### config.mk
export PLATFORM = sky130hd
export DESIGN_NAME = srb_status_regs
export DESIGN_NICKNAME = d
export VERILOG_FILES = /design/src/design/srb_frame_ram.v /design/src/design/srb_status_regs.v
export VERILOG_INCLUDE_DIRS = /design/src /design/src/pkg
export SDC_FILE = /design/constraint.sdc
export NUM_CORES = 1
export LEC_CHECK = 0
export ABC_CLOCK_PERIOD_IN_PS = 4100
export BUFFER_PORTS_ARGS = -buffer_cell sky130_fd_sc_hd__buf_4
export CORE_ASPECT_RATIO = 0.8
export CORE_MARGIN = 10
export CORE_UTILIZATION = 49
export DETAILED_ROUTE_END_ITERATION = 12
export PLACE_DENSITY = 0.7
export SKIP_CTS_REPAIR_TIMING = 1
export SYNTH_ARGS = -nofsm -noshare
export SYNTH_HDL_FRONTEND = slang
export SYNTH_SLANG_ARGS = --single-unit
export TNS_END_PERCENT = 100
### constraint.sdc
create_clock -name sys_clk -period 4.1 [get_ports sys_clk]
set_input_delay 0.41 -clock sys_clk [delete_from_list [all_inputs] [get_ports sys_clk]]
set_output_delay 0.41 -clock sys_clk [all_outputs]
set_load 0.005 [all_outputs]
### src/pkg/srb_defines.vh
// register offsets, field positions and reset values for the status readback block
`ifndef SRB_DEFINES_VH
`define SRB_DEFINES_VH

// register indexes; the apb byte address is four times the index
`define SRB_IDX_IRQ_REQ       8'h08
`define SRB_IDX_CLK_LOSS      8'h09
`define SRB_IDX_SF_ALARM      8'h36
`define SRB_IDX_TEST_PAT      8'h3d
`define SRB_IDX_TEST_FLAGS    8'h3e
`define SRB_IDX_FRAME_RD      8'h67
`define SRB_IDX_UC_OLD        8'h68
`define SRB_IDX_UC_NEW        8'h69
`define SRB_IDX_UC_STAT       8'h6a
`define SRB_IDX_LIVE          8'h6e
`define SRB_IDX_COEF_HI       8'h7b
// added control registers
`define SRB_IDX_IRQ_MASK      8'h80
`define SRB_IDX_CTRL          8'h81

// interrupt source bit positions
`define SRB_BIT_WATCHDOG_IRQ          6
`define SRB_BIT_SYNC          5
`define SRB_BIT_COEF          4
`define SRB_BIT_TEST          3
`define SRB_BIT_TIMER         2
`define SRB_BIT_UCHAN         1
`define SRB_BIT_SLOTMON       0

// control register field positions
`define SRB_CTRL_SLOT16_BIT   5
`define SRB_CTRL_FSEL_HI      4
`define SRB_CTRL_FSEL_LO      0

// reset values
`define SRB_RST_MASK          7'h00
`define SRB_RST_CTRL          6'h00
`define SRB_RST_BYTE          8'h00

// frame memory depth
`define SRB_FRAMES            32
`define SRB_FRAME_AW          5

`endif

### src/design/srb_frame_ram.v
// user-channel frame memory with two registered read ports
`timescale 1ns/1ps
module srb_frame_ram
(
    // clock
    input  wire       sys_clk,
    // write port
    input  wire       wr_en,
    input  wire [4:0] wr_addr,
    input  wire [7:0] wr_data,
    // read port a
    input  wire [4:0] rd_addr_a,
    output reg  [7:0] rd_data_a,
    // read port b
    input  wire [4:0] rd_addr_b,
    output reg  [7:0] rd_data_b
);

    reg [7:0] mem [0:31];

    // write and registered reads
    always @(posedge sys_clk)
    begin
        if (wr_en)
            mem[wr_addr] <= wr_data;
        rd_data_a <= mem[rd_addr_a];
        rd_data_b <= mem[rd_addr_b];
    end

endmodule // srb_frame_ram

### src/design/srb_status_regs.v
// status and interrupt readback register group with apb slave
//
// Our own choice: the APB interface to the registers.
`timescale 1ns/1ps
`include "srb_defines.vh"

// Functional notes
// - clock loss flags read one per missing clock
// - request register holds seven sources, bits 6..0
// - any set request bit raises interrupt pin
// - reading request register clears bits and pin
// - mask bit blocks source setting request bit
// - live register mirrors sources, same order
// - bit2 reads one only when enable valid
// - bit1 reads one when timeslot enabled and enable valid
// - bit0 reads one when superframe not synchronised and slot16 on
// - alarm zero when synced or slot16 off
// - test pattern register shows seven-bit amplitude
// - test status holds eight flags in order
// - bit7 shows tone with phase reversal
// - bit6 shows tone with or without reversal
// - loss bit one only above threshold
// - remaining flags nonlinear, freeze, reset, fast, silence
// - frame readback returns selected frame data
// - change captures previous value
// - change captures new value and frame number
// - coefficient data read acknowledges coefficient interrupt
module srb_status_regs
(
    // clock and reset
    input  wire        sys_clk,
    input  wire        rst,
    // apb slave
    input  wire        psel,
    input  wire        penable,
    input  wire        pwrite,
    input  wire [11:0] paddr,
    input  wire [31:0] pwdata,
    output reg  [31:0] prdata,
    output reg         pready,
    output reg         pslverr,
    // clock presence, from pins or other domains
    input  wire        ref_clock_external,
    input  wire        ref_clock_normal,
    input  wire        ref_clock_fallback,
    input  wire        system_clock_input,
    input  wire        clock_sixteen_mhz,
    input  wire        clock_thirtytwo_mhz,
    // interrupt sources, same clock
    input  wire        watchdog_irq,
    input  wire        frame_sync_input,
    input  wire        coefficient_ready,
    input  wire        test_terminated,
    input  wire        timer_expired,
    input  wire        slot_monitor,
    // coefficient read acknowledge
    output reg         coefficient_ack,
    // superframe and slot enable status
    input  wire        slot_enable_valid,
    input  wire        slot_enabled,
    input  wire        superframe_unsync,
    // background test results
    input  wire [6:0]  test_output_pattern,
    input  wire        tone_phase_reversal,
    input  wire        answer_tone_seen,
    input  wire        nonlinear_processor_on,
    input  wire        filter_frozen,
    input  wire        filter_cleared,
    input  wire [4:0]  echo_loss_level,
    input  wire        fast_convergence,
    input  wire        silence_detected,
    input  wire [4:0]  bypass_threshold,
    // user-channel input data
    input  wire        uc_valid,
    input  wire [4:0]  uc_frame,
    input  wire [7:0]  uc_data,
    // interrupt pin and configuration out
    output reg         irq_out,
    output reg         slot16_signalling_on,
    output reg  [4:0]  frame_select
);

    // register index of an apb byte address
    function [7:0] reg_index;
        input [11:0] addr;
        begin
            reg_index = addr[9:2];
        end
    endfunction

    // one for every mapped register index except the coefficient high byte, zero for holes
    function reg_known;
        input [7:0] ix;
        begin
            case (ix)
                `SRB_IDX_IRQ_REQ,
                `SRB_IDX_CLK_LOSS,
                `SRB_IDX_SF_ALARM,
                `SRB_IDX_TEST_PAT,
                `SRB_IDX_TEST_FLAGS,
                `SRB_IDX_FRAME_RD,
                `SRB_IDX_UC_OLD,
                `SRB_IDX_UC_NEW,
                `SRB_IDX_UC_STAT,
                `SRB_IDX_LIVE,
                `SRB_IDX_IRQ_MASK,
                `SRB_IDX_CTRL:
                    reg_known = 1'b1;
                default:
                    reg_known = 1'b0;
            endcase
        end
    endfunction

    // settled level: follow stages two and three only while they agree, else hold
    function [5:0] settle;
        input [5:0] s2;
        input [5:0] s3;
        input [5:0] held;
        begin
            settle = (s2 & s3) | (held & (s2 ^ s3));
        end
    endfunction

    // three-stage synchroniser, change counts once stages two and three agree
    reg  [5:0] clk_s1_ff;
    reg  [5:0] clk_s2_ff;
    reg  [5:0] clk_s3_ff;
    reg  [5:0] clk_loss_ff;
    wire [5:0] clk_raw = {ref_clock_external, ref_clock_normal, ref_clock_fallback,
                          system_clock_input, clock_sixteen_mhz, clock_thirtytwo_mhz};

    always @(posedge sys_clk or posedge rst)
    begin
        if (rst)
        begin
            clk_s1_ff   <= 6'h00;
            clk_s2_ff   <= 6'h00;
            clk_s3_ff   <= 6'h00;
            clk_loss_ff <= 6'h3f;
        end
        else
        begin
            clk_s1_ff <= clk_raw;
            clk_s2_ff <= clk_s1_ff;
            clk_s3_ff <= clk_s2_ff;
            // agreed level; input high means clock present, flag one when missing
            clk_loss_ff <= settle(~clk_s2_ff, ~clk_s3_ff, clk_loss_ff);
        end
    end

    // apb decode
    wire       acc_ph  = psel & penable;
    wire       rd_acc  = acc_ph & ~pwrite;
    wire       wr_acc  = acc_ph & pwrite;
    wire [7:0] idx     = reg_index(paddr);
    wire       rd_irq  = rd_acc & (idx == `SRB_IDX_IRQ_REQ);
    wire       rd_ucst = rd_acc & (idx == `SRB_IDX_UC_STAT);

    // user-channel change tracking
    reg  [7:0] uc_old_ff;
    reg  [7:0] uc_new_ff;
    reg  [4:0] uc_fidx_ff;
    reg        uc_live_ff;
    reg        uc_lost_ff;
    reg        uc_pend_ff;
    reg  [4:0] uc_frame_ff;
    reg  [7:0] uc_data_ff;
    reg [31:0] uc_seen_ff;
    wire [7:0] ram_old;
    wire [7:0] ram_rd;

    // memory keeps last value per frame; port a reads the frame being updated
    srb_frame_ram u_ram
    (
        .sys_clk   (sys_clk),
        .wr_en     (uc_pend_ff),
        .wr_addr   (uc_frame_ff),
        .wr_data   (uc_data_ff),
        .rd_addr_a (uc_frame),
        .rd_data_a (ram_old),
        .rd_addr_b (frame_select),
        .rd_data_b (ram_rd)
    );

    // unwritten frames hold no defined value, so their first sample is no change
    wire uc_change = uc_pend_ff & uc_seen_ff[uc_frame_ff] &
                     (ram_old != uc_data_ff);

    // capture old and new values on change
    always @(posedge sys_clk or posedge rst)
    begin
        if (rst)
        begin
            uc_pend_ff  <= 1'b0;
            uc_frame_ff <= 5'h00;
            uc_data_ff  <= 8'h00;
            uc_old_ff   <= 8'h00;
            uc_new_ff   <= 8'h00;
            uc_fidx_ff  <= 5'h00;
            uc_live_ff  <= 1'b0;
            uc_lost_ff  <= 1'b0;
            uc_seen_ff  <= 32'h00000000;
        end
        else
        begin
            uc_pend_ff  <= uc_valid;
            uc_frame_ff <= uc_frame;
            uc_data_ff  <= uc_data;
            // a frame's first sample only seeds the memory
            if (uc_pend_ff)
                uc_seen_ff[uc_frame_ff] <= 1'b1;
            if (uc_change & ~uc_live_ff)
            begin
                uc_old_ff  <= ram_old;
                uc_new_ff  <= uc_data_ff;
                uc_fidx_ff <= uc_frame_ff;
                uc_live_ff <= 1'b1;
            end
            else if (rd_ucst)
                uc_live_ff <= 1'b0;
            // change while still pending: possible data loss
            if (uc_change & uc_live_ff)
                uc_lost_ff <= 1'b1;
            else if (rd_ucst)
                uc_lost_ff <= 1'b0;
        end
    end

    // live source vector in request bit order
    wire [6:0] src_live = {watchdog_irq, frame_sync_input, coefficient_ready, test_terminated,
                           timer_expired, uc_live_ff, slot_monitor};

    // interrupt request, mask and pin
    reg  [6:0] irq_req_ff;
    reg  [6:0] irq_mask_ff;
    reg  [6:0] src_prev_ff;
    reg  [6:0] live_ff;
    wire [6:0] src_rise = src_live & ~src_prev_ff;
    wire [6:0] src_set  = src_rise & ~irq_mask_ff;
    reg  [6:0] nxt_irq_req;

    always @*
    begin
        nxt_irq_req = irq_req_ff;
        if (rd_irq)
            nxt_irq_req = 7'h00;
        nxt_irq_req = nxt_irq_req | src_set;      // set wins over read clear
    end

    always @(posedge sys_clk or posedge rst)
    begin
        if (rst)
        begin
            irq_req_ff  <= 7'h00;
            src_prev_ff <= 7'h00;
            live_ff     <= 7'h00;
            irq_out     <= 1'b0;
        end
        else
        begin
            irq_req_ff  <= nxt_irq_req;
            src_prev_ff <= src_live;
            live_ff     <= src_live;
            irq_out     <= |nxt_irq_req;
        end
    end

    // writable control: mask, slot16 enable, frame select
    always @(posedge sys_clk or posedge rst)
    begin
        if (rst)
        begin
            irq_mask_ff          <= `SRB_RST_MASK;
            slot16_signalling_on <= 1'b0;
            frame_select         <= 5'h00;
        end
        else if (wr_acc & (idx == `SRB_IDX_IRQ_MASK))
            irq_mask_ff <= pwdata[6:0];
        else if (wr_acc & (idx == `SRB_IDX_CTRL))
        begin
            slot16_signalling_on <= pwdata[`SRB_CTRL_SLOT16_BIT];
            frame_select         <= pwdata[`SRB_CTRL_FSEL_HI:`SRB_CTRL_FSEL_LO];
        end
    end

    // superframe alarm and test flags
    wire       sf_alarm = superframe_unsync & slot16_signalling_on;
    wire [2:0] sf_stat  = {slot_enable_valid,
                           slot_enable_valid & slot_enabled, sf_alarm};
    wire       loss_hi  = (echo_loss_level > bypass_threshold);
    wire [7:0] t_flags  = {tone_phase_reversal,
                           answer_tone_seen | tone_phase_reversal,
                           nonlinear_processor_on, filter_frozen, filter_cleared,
                           loss_hi, fast_convergence, silence_detected};

    // read multiplexer, unused bits zero
    reg [31:0] nxt_rdata;
    always @*
    begin
        nxt_rdata = 32'h00000000;
        case (idx)
            `SRB_IDX_IRQ_REQ:    nxt_rdata = {25'h0000000, irq_req_ff};
            `SRB_IDX_CLK_LOSS:   nxt_rdata = {26'h0000000, clk_loss_ff};
            `SRB_IDX_SF_ALARM:   nxt_rdata = {29'h00000000, sf_stat};
            `SRB_IDX_TEST_PAT:   nxt_rdata = {25'h0000000, test_output_pattern};
            `SRB_IDX_TEST_FLAGS: nxt_rdata = {24'h000000, t_flags};
            `SRB_IDX_FRAME_RD:   nxt_rdata = {24'h000000, ram_rd};
            `SRB_IDX_UC_OLD:     nxt_rdata = {24'h000000, uc_old_ff};
            `SRB_IDX_UC_NEW:     nxt_rdata = {24'h000000, uc_new_ff};
            `SRB_IDX_UC_STAT:    nxt_rdata = {25'h0000000, uc_lost_ff, 1'b0, uc_fidx_ff};
            `SRB_IDX_LIVE:       nxt_rdata = {25'h0000000, live_ff};
            `SRB_IDX_IRQ_MASK:   nxt_rdata = {25'h0000000, irq_mask_ff};
            `SRB_IDX_CTRL:       nxt_rdata = {26'h0000000, slot16_signalling_on, frame_select};
            default:             nxt_rdata = 32'h00000000;
        endcase
    end

    // apb answer: no wait state, data registered at the edge that opens the access phase
    wire known = reg_known(idx);

    always @(posedge sys_clk or posedge rst)
    begin
        if (rst)
        begin
            prdata          <= 32'h00000000;
            pready          <= 1'b0;
            pslverr         <= 1'b0;
            coefficient_ack <= 1'b0;
        end
        else
        begin
            pready  <= psel & ~penable;
            prdata  <= (psel & ~penable & ~pwrite) ? nxt_rdata : 32'h00000000;
            pslverr <= psel & ~penable & ~known;
            // acknowledge pulse when the high coefficient byte address is read
            coefficient_ack <= acc_ph & pready & ~pwrite & (idx == `SRB_IDX_COEF_HI);
        end
    end

endmodule // srb_status_regs

---- Word-level counts from Yosys, hierarchy flattened ----
Memory sizes are Yosys's and may differ from the RTL's. A register that Yosys moved wholly into a read port is not among the register bits.
Index checks and enable logic that the tools add are counted.
storage, ports and cells
  bits in latches ......................... 0
  bits in registers ....................... 156
  memories kept ........................... 1
  RAM bits ................................ 256
  output and inout bits ................... 42
  logic and storage cells ................. 97
  bits in read-only memories .............. 0
  bits of input ports ..................... 102
memories
  name       words  width  rd ports  clocked after memory_dff  wr ports  RTL line            RTL
  u_ram.mem  32     8      2         2                         1         srb_frame_ram.v:19  reg [7:0] mem [0:31];
cells by class
  bitwise operators ....................... 37
  shift-type cells ........................ 0
  mux-type cells .......................... 13
  eq/ne operators ......................... 14
  reductions and logical operators ........ 6
  $lt $le $gt $ge ......................... 3
  multipliers ............................. 0
  div/mod/pow operators ................... 0
  $add $sub $neg .......................... 0
operators with widths
  cell                                                               count
  case mux 8 bit (12 select lines)                                   1
  == test 8 x 7 -> 1 bit, second input constant                      6
  2-to-1 mux 32 bit                                                  1
  OR 32 bit                                                          1
  == test 8 x 6 -> 1 bit, second input constant                      3
  AND 1 bit                                                          19
  == test 8 x 4 -> 1 bit, second input constant                      2
  == test 8 bit, second input constant                               2
  AND 7 bit                                                          2
  inverter 7 bit                                                     2
  AND 6 bit                                                          2
  inverter 6 bit                                                     2
  OR reduction 12 bit                                                1
  2-to-1 mux 1 bit                                                   8
  != test 8 bit                                                      1
  2-to-1 mux 7 bit                                                   1
  OR 7 bit                                                           1
  OR reduction 7 bit                                                 1
  < comparator 5 x 6 -> 1 bit, second input constant                 1
  OR 6 bit                                                           1
  XOR 6 bit                                                          1
  binary-select mux 1 bit (select 5 bit)                             1
  demux 1 bit (select 5 bit)                                         1
  greater-or-equal comparator 5 x 1 -> 1 bit, second input constant  1
  other kinds (6)                                                    11

---- Depth between registers and ports, before layout ----
Gate-level depths: netlist of the first run.
  depth after elaboration ................. 6
  mapped depth ............................ 9
  depth with buffers taken out ............ 7

---- By module ----
A second synthesis of the first run with hierarchy kept.
unflattened totals
  cell total of the unflattened synthesis .. 1109
  area total of the unflattened synthesis .. 18611.6 µm²
by module, submodules not included
  module           cells each  instances  area each (µm²)  seq. area each (µm²)
  srb_frame_ram    532         1          12208.0          8007.7
  srb_status_regs  577         1          6403.6           3310.7

---- Worst setup path after synthesis of the first run ----
OpenSTA, ideal clock, no wires.
  path type ............................... reg2reg
  start ................................... register frame_select[0]
  end ..................................... register u_ram.rd_data_b[0], read port of u_ram.mem
  setup slack ............................. 1604 ps
  buffers on the path ..................... 2
  library setup time ...................... 121 ps
  cell stages (with the launch flop) ...... 6
  arrival ................................. 2375 ps
  clock period less this slack ............ 2496 ps
  data required time ...................... 3979 ps
  cell sequence ........................... dfrtp_1 buf_2 buf_1 mux4_2 mux4_2 mux2_2
RTL lines
  item                      RTL line               RTL
  start: declaration        srb_status_regs.v:80   output reg [4:0] frame_select
  start signal: assignment  srb_status_regs.v:283  frame_select <= pwdata[`SRB_CTRL_FSEL_HI:`SRB_CTRL_FSEL_LO];
  end: declaration          srb_frame_ram.v:16     output reg [7:0] rd_data_b

---- Worst setup path in the final report of the first run ----
  start ................................... register uc_frame_ff[0]
  end ..................................... register uc_fidx_ff[0]
between the ends
  cells in the longest elaborated chain, start to end .. 5
ends and longest elaborated chain
  item                                    RTL line               RTL
  start: declaration                      srb_status_regs.v:167  reg [4:0] uc_frame_ff;
  start signal: assignment                srb_status_regs.v:208  uc_frame_ff <= uc_frame;
  binary-select mux 1 bit (select 5 bit)  srb_status_regs.v:187  wire uc_change = uc_pend_ff & uc_seen_ff[uc_frame_ff] &
  2-to-1 mux 1 bit (implied by the code)  srb_status_regs.v:187
  AND 1 bit (2 in series)                 srb_status_regs.v:187
  AND 1 bit                               srb_status_regs.v:213  if (uc_change & ~uc_live_ff)
  end signal: assignment                  srb_status_regs.v:217  uc_fidx_ff <= uc_frame_ff;
  end: declaration                        srb_status_regs.v:163  reg [4:0] uc_fidx_ff;
Several ways; a longest one is shown, not always the timed one. The select of a mux whose other input is x is not followed.
A chain may end at the register's enable or synchronous reset.

==> metrics.yaml, run 1 <==
run_status:
  outcome: "finished with violations"
  violations: "hold timing"
critical_path:
  crit_path_max_incr_delay_ns: 0.88
  path_cells: "mux4_2 -> nand3_1 -> o311ai_1 -> a2111o_1 -> o21ai_4 -> buf_4 -> mux2_2"
  crit_buf_inv: 1
  r2r-start: "uc_frame_ff[0]$_DFF_PP0_"
  critPathTopFamily: "multiplexers"
  crit_required_ns: 4.51
  crit_path_end_kind: "flop"
  critPathKind: "reg -> reg"
  cp.arrival_ns: 3.65
  path_max_fanout: 22
  cp-start-kind: "flop"
  r2r_slack_ns: 0.86
  crit_slowest_cell: "dfrtp_1"
  rr_endpoint: "uc_fidx_ff[0]$_DFFE_PP0P_"
  worst-r2r-cell-count: 7
  path_depth: 7
timing:
  finalCritPeriodShare_pct: 79.1
  setup_slack_ns: 0.857
  finalHoldViolCount: 14
  tightest_slew_ns: 1.27
  skew_ns: 0.0130
  whs_ns: -0.0214
  fmax_ghz: 0.308
  fin_setup_tns_ns: 0
  slew_viol_final: 0
  period_minus_slack_ns: 3.24
  slew_headroom_pct: 14.8
  setup_viol: 0
  rsz0062_at_grt: "no"
power:
  leakagePower_nw: 7.59
  ir_worst_vdd_mv: 0.352
  p_per_area_nw_per_um2: 429
hold_path:
  hp-class: "in -> async"
clock_tree:
  cts_made_buffers: 40
  cts.sinks: 404
  root_buffer: "clkbuf_16"
  htree_num_levels: 2
  insertion_delay_ns: 0.53
  clk_path_buf_depth: 3
  cts_tree: "built"
  clk_pin_slew_ns: 0.06
placement:
  placedCellCount: 1586
  pre_cts_slack_ns: 0.962
  dp_hpwl_mm: 30.5
  portBuffers: 90
  gp_congestion: 0.907
final_layout:
  final_common_cell: "edfxtp_1"
  multi_input_area_sq_um: 6400
  seqCellArea_sq_um: 11300
  final_cell_mix: "edfxtp_1 (256), mux4_2 (161), buf_4 (134)"
  areaGrowthSynthToFinish_pct: 15.5
  drive_gt1_share_pct: 39.2
  final.fill_count: 2761
  fin_cells: 1680
  finalNetCount: 1275
floorplan:
  die_w_microns: 235
  io_pins: 144
  die_area_sq_um: 45300
  core_area_sq_um: 36800
  start_util_pct: 49.4
  rows: 63
  die_h_microns: 192
global_route:
  grt_overflow_total: 0
  antenna_found_initial: 0
  grt_pass1_vias: 10771
  grt_use_total_pct: 20.4
  grt_max_degree: 75
  grt_pass1_wl_mm: 69.3
routing:
  routed_wl_mm: 46.7
  drtIter0Drc: 1153
  post_drt_via_cell_ratio: 6.24
  dr_total_vias: 10479
  drc: 0
  wl_per_cell_microns: 27.8
  drt.antenna.violating_nets: 0
  dr.pass1.iters: 5
synth:
  ys_ff_latch: 404
  ys.warnings.count: 0
  ys_types: 63
  syn_area_sq_um: 18200
  yosysSeqAreaShare_pct: 62.2
  synth_cells: 1022
  synth_area_per_cell_sq_um: 17.8
  synthArstFlopShare_pct: 32.7
  synthFlopType: "edfxtp_1"
  synth_edf_count: 256
run:
  drv_cap: 0
-- flip-flops by register name, summed over array words and instances (netlist names), 5 cells and up --
signal and count:
u_ram.mem 256, uc_seen_ff 32, prdata 8, u_ram.rd_data_a 8, u_ram.rd_data_b 8, uc_data_ff 8, uc_new_ff 8, uc_old_ff 8
irq_mask_ff 7, irq_req_ff 7, live_ff 7, clk_loss_ff 6, clk_s1_ff 6, clk_s2_ff 6, clk_s3_ff 6, frame_select 5
uc_fidx_ff 5, uc_frame_ff 5
-- worst max-delay path by stage --
stage                                   startpoint                        end  slack [ns]
after detailed placement  uc_frame_ff[0]$_DFF_PP0_  uc_fidx_ff[0]$_DFFE_PP0P_        0.96
after CTS                 uc_frame_ff[0]$_DFF_PP0_  uc_fidx_ff[0]$_DFFE_PP0P_        0.90
after floorplan                                rst     clk_s1_ff[0]$_DFF_PP0_        0.17
after global routing      uc_frame_ff[0]$_DFF_PP0_  uc_fidx_ff[0]$_DFFE_PP0P_        0.76
final                     uc_frame_ff[0]$_DFF_PP0_  uc_fidx_ff[0]$_DFFE_PP0P_        0.86
after global placement    uc_frame_ff[0]$_DFF_PP0_  uc_fidx_ff[0]$_DFFE_PP0P_        0.99
-- cell usage after synthesis (11+ instances only) --
| library cell | number | area share, % |
|---|---|---|
| edfxtp_1 | 256 | 42 |
| nor2_1 | 56 | 1.2 |
| or2_2 | 32 | 1.1 |
| buf_2 | 13 | 0.36 |
| nand3_1 | 20 | 0.55 |
| nand2_1 | 19 | 0.39 |
| mux2_2 | 34 | 2.1 |
| dfrtp_1 | 126 | 17 |
| a21oi_1 | 12 | 0.33 |
| buf_4 | 26 | 1.1 |
| dfxtp_1 | 16 | 1.8 |
| mux4_2 | 161 | 20 |
| mux2_4 | 19 | 1.6 |
| mux2i_1 | 13 | 0.72 |
| inv_1 | 21 | 0.43 |
| ha_1 | 11 | 0.76 |
| clkbuf_1 | 27 | 0.56 |
-- report_power, final --
group          internal, mW  switching [mW]
sequential             4.51           0.118
clock                  2.16            1.54
combinational         0.358           0.336
total                  7.03            1.99
-- per-layer routing --
layer	track usage (%)	wire (microns)
met1	28.1	18700
met2	32.0	22000
met3	5.59	5210
met4	4.50	806
met5	0	0
-- per-stage QoR --
stage	util [%]	cell area [sq um]	hold slack [ns]	power [mW]
finish	57.1	21000	-0.0214	9.02
global route	57.0	21000	0.0365	9.31
CTS	56.5	20800	-0.0314	9.04
detailed placement	52.9	19500	0.336	5.38
global placement	52.9	19500	0.331	5.35
floorplan	-	18300	0.331	5.13
-- cell type report --
cell class	count	share of cell area, %
clock buffers	50	5.24
inverters	21	0.399
clock inverters	22	1.05
multi-input cells	538	30.5
well taps	487	2.90
diodes	1	0.0119
repair buffers	157	5.98
flip-flops and latches	404	53.9
-- worst reg2reg max path, stage by stage, from the launching register on --
cell and delay [ns]:
dfrtp_1 0.88, mux4_2 0.63, nand3_1 0.10, o311ai_1 0.11, a2111o_1 0.46, o21ai_4 0.16, buf_4 0.39, mux2_2 0.39
-- logic make-up (layout without fill, tap and decap cells) --
| group | Yosys count | count (layout) | share of synthesized area (%) |
|---|---|---|---|
| xor+xnor | 8 | 8 | 0.385 |
| flops | 404 | 404 | 62.2 |
| buf+inv | 103 | 250 | 3.04 |
| fa+ha+maj | 11 | 11 | 0.757 |
| simple gates | 181 | 181 | 5.35 |
| compound gates | 84 | 84 | 3.43 |
| other cells | 1 | 25 | 0.0206 |
| mux | 230 | 230 | 24.8 |
Note: power is estimated with default switching activity, not from simulation.
==> inputs of run 2 (changes only) <==
Settings changed: ABC_AREA set to 1, ABC_CLOCK_PERIOD_IN_PS 4100 to 3200, PLACE_DENSITY 0.7 to 0.67.
Clock period 4.1 ns to 3.2 ns, I/O delays scaled along.
==> metrics.yaml, run 2 <==
run_status:
  outcome: "complete, no violations"
critical_path:
  crit_buf_inv: 1  # unchanged
  crit_required_ns: 3.65  # -0.86 ns
  path_max_fanout: 23  # +4.5%
  crit_slowest_cell: "dfrtp_1"
  worst-r2r-cell-count: 12  # +5
  crit_path_end_kind: "flop"
  rr_endpoint: "uc_new_ff[2]$_DFFE_PP0P_"
  critPathKind: "reg -> reg"
  path_cells: "buf_4 -> nand2_1 -> nand2_1 -> nand2_1 -> nand2_1 -> nand2_1 -> nand2_1 -> nor2_1 -> nand2_2 -> nand3_2 -> nand2_1 -> nand2_1"
  cp.arrival_ns: 3.01  # -0.64 ns
  critPathTopFamily: "simple AND/OR/NAND/NOR gates"
  r2r-start: "uc_frame_ff[0]$_DFF_PP0_"
  cp-start-kind: "flop"
  r2r_slack_ns: 0.63  # -0.22 ns
  cp_common_cell: "nand2_1"
  crit_path_max_incr_delay_ns: 0.69  # -0.19 ns
global_route:
  grt_overflow_total: 0  # unchanged
  grt_max_degree: 154  # +110%
  grt_pass1_vias: 15268  # +42%
  grt_use_total_pct: 24.7  # +4.3 points
  grt_pass1_wl_mm: 89.6  # +29%
  antenna_found_initial: 1  # +1
synth:
  ys_ff_latch: 404  # unchanged
  yosys-top-cells-area: "edfxtp_1 (40%), dfrtp_1 (17%), nand2_1 (8.6%), nor2_1 (5.8%), o21ai_0 (4.4%)"
  yosysTopAreaCell: "edfxtp_1"
  ys_top_cells_by_count: "nand2_1 (439), nor2_1 (293), edfxtp_1 (256)"
  yosys.area.top_type_share_pct: 40.2  # -2.0 points
  synth.most_common_cell: "nand2_1"
  synthArstFlopShare_pct: 32.7  # unchanged
  synthFlopType: "edfxtp_1"
  ys.warnings.count: 0  # unchanged
  synth_edf_count: 256  # unchanged
  yosysSeqAreaShare_pct: 59.2  # -3.0 points
  ys_types: 38  # -40%
  synth_area_per_cell_sq_um: 9.29  # -48%
  synth_cells: 2056  # +100%
  syn_area_sq_um: 19100  # +5.1%
final_layout:
  final_cell_mix: "nand2_1 (439), nor2_1 (293), edfxtp_1 (256)"
  biggestRegsByFlops: "u_ram.mem x256, uc_seen_ff x32"
  drive_gt1_share_pct: 11.5  # -28 points
  areaGrowthSynthToFinish_pct: 15.7
  final_util_pct: 57.6  # +0.57 points
  finalNetCount: 2279  # +79%
  regMostFlops: "u_ram.mem"
  fin_cells: 2696  # +60%
  largest_reg_flops: 256  # unchanged
  final_common_cell: "nand2_1"
power:
  p_int_mw: 9.03  # +28%
  leakagePower_nw: 9.25  # +22%
  p_seq_share_pct: 49.6  # -1.7 points
  p_per_area_nw_per_um2: 538  # +25%
  ir_worst_vdd_mv: 0.524  # +49%
  pwr-share-comb_pct: 8.3  # +0.6 points
  swShare_pct: 24.2  # +2.1 points
  p_sw_mw: 2.87  # +44%
  pwr-share-clk_pct: 42.1  # +1.1 points
timing:
  tightest_slew_ns: 0.888  # -0.386 ns
  rsz0062_at_grt: "no"
  fin_setup_tns_ns: 0  # unchanged
  period_minus_slack_ns: 2.57  # -0.677 ns
  whs_ns: 0.00768  # +0.0290 ns
  finalCritPeriodShare_pct: 80.2  # +1.1 points
  fmax_ghz: 0.390  # +26%
  slew_headroom_pct: 40.6  # +26 points
  slew_viol_final: 0  # unchanged
  setup_viol: 0  # unchanged
  skew_ns: 0.0239  # +0.0110 ns
  finalHoldViolCount: 0  # -14
floorplan:
  die_w_microns: 241  # +2.3%
  core_area_sq_um: 38400  # +4.2%
  die_h_microns: 197  # +2.2%
  start_util_pct: 49.8  # +0.41 points
  rows: 64  # +1.6%
  die_area_sq_um: 47300  # +4.6%
  io_pins: 144  # unchanged
clock_tree:
  clk_path_buf_depth: 3  # unchanged
  cts_made_buffers: 42  # +5.0%
  insertion_delay_ns: 0.57  # +0.04 ns
  root_buffer: "clkbuf_16"
  cts.sinks: 404  # unchanged
  htree_num_levels: 2  # unchanged
  clk_pin_slew_ns: 0.06  # about the same
  cts_tree: "built"
placement:
  gp_congestion: 0.928  # +2.3%
  dp_hpwl_mm: 39.1  # +28%
  portBuffers: 90  # unchanged
  placedCellCount: 2593  # +63%
hold_path:
  hp-class: "in -> reg"
  min_to: "coefficient_ack$_DFF_PP0_"
  min_from: "paddr[6]"
  hold_depth: 3
routing:
  routed_wl_mm: 59.7  # +28%
  dr_total_vias: 16069  # +53%
  drc: 0  # unchanged
  post_drt_via_cell_ratio: 5.96  # -4.4%
  drt.antenna.violating_nets: 0  # unchanged
  wl_per_cell_microns: 22.1  # -20%
  dr.pass1.iters: 5  # unchanged
  drtIter0Drc: 2347  # +100%
run:
  drv_cap: 0  # unchanged
## run 2: metrics by stage
step / total power, mW / worst slack, ns / cell area, sq um
floorplan: 6.57 / 1.25 / 19200
global placement: 6.91 / 0.709 / 20500
detailed placement: 6.94 / 0.703 / 20500
CTS: 11.9 / 0.681 / 21900
global route: 12.3 / 0.360 / 22100
finish: 11.9 / 0.634 / 22100
## run 2: power by group through the flow
| stage | registers (mW) | clock network, mW | logic (mW) |
|---|---|---|---|
| after global routing | 5.92 | 5.31 | 1.09 |
| final | 5.90 | 5.01 | 0.986 |
| after CTS | 5.90 | 5.06 | 0.947 |
| after global placement | 6.00 | 0 | 0.918 |
| after floorplan | 5.97 | 0 | 0.593 |
| after detailed placement | 6.00 | 0 | 0.943 |
## run 2: per-layer routing
layer  up-vias  share of wire, %  global-route usage, %
li1       7238                 -                      -
met1      7719                42                   35.8
met2       981                44                   36.2
met3       129                12                   5.33
met4         2               2.6                   7.63
met5         -             0.012                      0
## run 2: worst min-delay path: stages
cell	delay (ns)
buf_4	0.12
nand2_1	0.05
nor4_1	0.04
## run 2: how the worst max path moves through the flow
stage                                 to                startpoint  slack (ns)  cells past startpoint
4_1_cts         uc_new_ff[2]$_DFFE_PP0P_  uc_frame_ff[0]$_DFF_PP0_        0.68                     12
3_3_place_gp   uc_fidx_ff[2]$_DFFE_PP0P_  uc_frame_ff[0]$_DFF_PP0_        0.71                     12
2_1_floorplan     clk_s1_ff[0]$_DFF_PP0_                       rst        1.25                      1
3_5_place_dp    uc_old_ff[5]$_DFFE_PP0P_  uc_frame_ff[0]$_DFF_PP0_        0.70                     12
5_1_grt         uc_new_ff[5]$_DFFE_PP0P_  uc_frame_ff[0]$_DFF_PP0_        0.36                     12
6_report        uc_new_ff[2]$_DFFE_PP0P_  uc_frame_ff[0]$_DFF_PP0_        0.63                     12
## run 2: cell families (layout without fill, tap and decap cells)
group                      Yosys count  count (layout)  share of synthesized area, %
other                                1              25                        0.0196
buffers and inverters              276             397                          6.09
adders and majority gates           11              11                         0.720
AOI/OAI and AO/OA                  466             466                          14.6
DFF                                404             404                          59.2
xor gates and xnor gates             8               8                         0.367
and+or+nand+nor                    890             890                          19.0
## run 2: final cells by class
| type | count | area [sq um] |
|---|---|---|
| fill | 3212 | 16300 |
| sequential | 404 | 11300 |
| multi-input combinational | 1399 | 6710 |
| timing repair buffer | 188 | 1550 |
| clock buffer | 51 | 1120 |
| tap | 495 | 619 |
| inverter | 131 | 495 |
| clock inverter | 27 | 287 |
| antenna | 1 | 2.50 |
==> inputs of run 3 (changes only) <==
Settings changed: ABC_AREA 1 to 0, ABC_CLOCK_PERIOD_IN_PS 3200 to 2160, PLACE_DENSITY 0.67 to 0.7.
Clock period 3.2 ns to 2.16 ns, I/O delays scaled along.
==> metrics.yaml, run 3 (same netlist as run 1, synthesis figures left out) <==
run_status:
  outcome: "finished with violations"
  violations: "hold timing, setup timing"
placement:
  dp_hpwl_mm: 33.5  # -14%
  portBuffers: 90  # unchanged
  gp_congestion: 0.938  # +1.0%
  placedCellCount: 1673  # -35%
global_route:
  antenna_found_initial: 1  # unchanged
  grt_pass1_wl_mm: 71.0  # -21%
  grt_overflow_total: 0  # unchanged
  grt_use_total_pct: 20.9  # -3.8 points
  grt_pass1_vias: 11065  # -28%
  grt_max_degree: 84  # -45%
timing:
  whs_ns: -0.0173  # -0.0250 ns
  skew_ns: 0.0167  # -0.00722 ns
  fin_setup_tns_ns: -4.38  # -4.38 ns
  setup_viol: 29  # +29
  period_minus_slack_ns: 2.35  # -0.217 ns
  rsz0062_at_grt: "yes"
  fmax_ghz: 0.426  # +9.3%
  slew_headroom_pct: 52.8  # +12 points
  tightest_slew_ns: 0.708  # -0.180 ns
  finalCritPeriodShare_pct: 109  # +29 points
  slew_viol_final: 0  # unchanged
  setup_slack_ns: -0.189  # -0.823 ns
  finalHoldViolCount: 2  # +2
run:
  drv_cap: 0  # unchanged
clock_tree:
  clk_path_buf_depth: 3  # unchanged
  htree_num_levels: 2  # unchanged
  insertion_delay_ns: 0.55  # -0.02 ns
  cts_tree: "built"
  cts.sinks: 404  # unchanged
  cts_made_buffers: 40  # -4.8%
  root_buffer: "clkbuf_16"
  clk_pin_slew_ns: 0.06  # about the same
routing:
  dr.pass1.iters: 5  # unchanged
  wl_per_cell_microns: 27.1  # +22%
  drtIter0Drc: 1432  # -39%
  post_drt_via_cell_ratio: 6.09  # +2.2%
  drt.antenna.violating_nets: 0  # unchanged
  drc: 0  # unchanged
  dr_total_vias: 10951  # -32%
  routed_wl_mm: 48.7  # -18%
final_layout:
  final_common_cell: "edfxtp_1"
  fin_cells: 1797  # -33%
  drive_gt1_share_pct: 43.3  # +32 points
  areaGrowthSynthToFinish_pct: 21.8
  biggestRegsByFlops: "u_ram.mem x256, uc_seen_ff x32"
  regMostFlops: "u_ram.mem"
  final.fill_count: 2696  # -16%
  final_cell_mix: "edfxtp_1 (256), buf_4 (212), mux4_2 (162)"
  diodes: 0  # -1
  largest_reg_flops: 256  # unchanged
  finalNetCount: 1391  # -39%
floorplan:
  rows: 63  # -1.6%
  core_area_sq_um: 36800  # -4.0%
  io_pins: 144  # unchanged
  die_area_sq_um: 45300  # -4.4%
  die_w_microns: 235  # -2.2%
  die_h_microns: 192  # -2.2%
  start_util_pct: 49.4  # -0.41 points
power:
  p_per_area_nw_per_um2: 765  # +42%
  leakagePower_nw: 8.22  # -11%
  ir_worst_vdd_mv: 0.796  # +52%
  p_total_mw: 16.9  # +42%
critical_path:
  path_cells: "buf_4 -> mux4_2 -> a2111o_1 -> o21ai_4 -> buf_12 -> mux2_4"
  crit_required_ns: 2.58  # -1.07 ns
  critPathKind: "reg -> reg"
  cp.arrival_ns: 2.77  # -0.24 ns
  cp-start-kind: "flop"
  crit_path_max_incr_delay_ns: 0.48  # -0.21 ns
  crit_slowest_cell: "mux4_2"
  path_max_fanout: 14  # -39%
  crit_buf_inv: 2  # +1
  crit_path_end_kind: "flop"
  critPathTopFamily: "multiplexers"
hold_path:
  hp-class: "in -> reg"
run 3: tightest hold or removal path: cells and delay by family:
kind | cells | cell delay, ns
and+or+nand+nor | 1 | 0.10
buffers and inverters | 1 | 0.09
AOI/OAI and AO/OA | 1 | 0.06
run 3: cell type report:
cell class,count,area (sq um),share of cell area [%]
Multi-Input combinational cell,538,6420,29.0
Timing Repair Buffer,273,2460,11.1
Tap cell,487,609,2.75
Sequential cell,404,11300,51.1
Clock inverter,17,86.3,0.390
Clock buffer,57,1160,5.24
Inverter,21,82.6,0.373
run 3: routing by layer:
layer | share of wire [%] | GRT usage, % | vias up
met2 | 47 | 32.4 | 572
li1 | - | - | 4592
met4 | 2.1 | 5.24 | 0
met5 | 0 | 0 | -
met1 | 40 | 28.8 | 5704
met3 | 10 | 5.90 | 83
run 3: final timing paths:
check                                         start                       end  slack, ns  depth (start not counted)
min                             tone_phase_reversal       prdata[7]$_DFF_PP0_      -0.02                          3
max reg2reg                uc_frame_ff[0]$_DFF_PP0_  uc_new_ff[2]$_DFFE_PP0P_      -0.19                          6
min in group asynchronous                       rst   uc_data_ff[2]$_DFF_PP0_       0.17                          3
min reg2reg                  clk_s1_ff[3]$_DFF_PP0_    clk_s2_ff[3]$_DFF_PP0_       0.35                          0
max                        uc_frame_ff[0]$_DFF_PP0_  uc_new_ff[2]$_DFFE_PP0P_      -0.19                          6
max in group asynchronous                       rst  clk_loss_ff[4]$_DFF_PP1_       1.25                          4
run 3: report_power, final:
part	switching, mW	internal [mW]
clock	2.89	3.75
sequential	0.244	8.56
combinational	0.685	0.797
run 3: through the flow:
step	setup WS, ns	area, sq um	hold WS, ns	utilization (%)
detailed placement	-0.313	20300	0.183	55.3
CTS	-0.325	21600	-0.389	58.7
global route	-0.240	22100	0.00354	60.2
floorplan	-0.0722	18300	0.247	-
global placement	-0.225	20300	0.186	55.3
finish	-0.189	22100	-0.0173	60.2
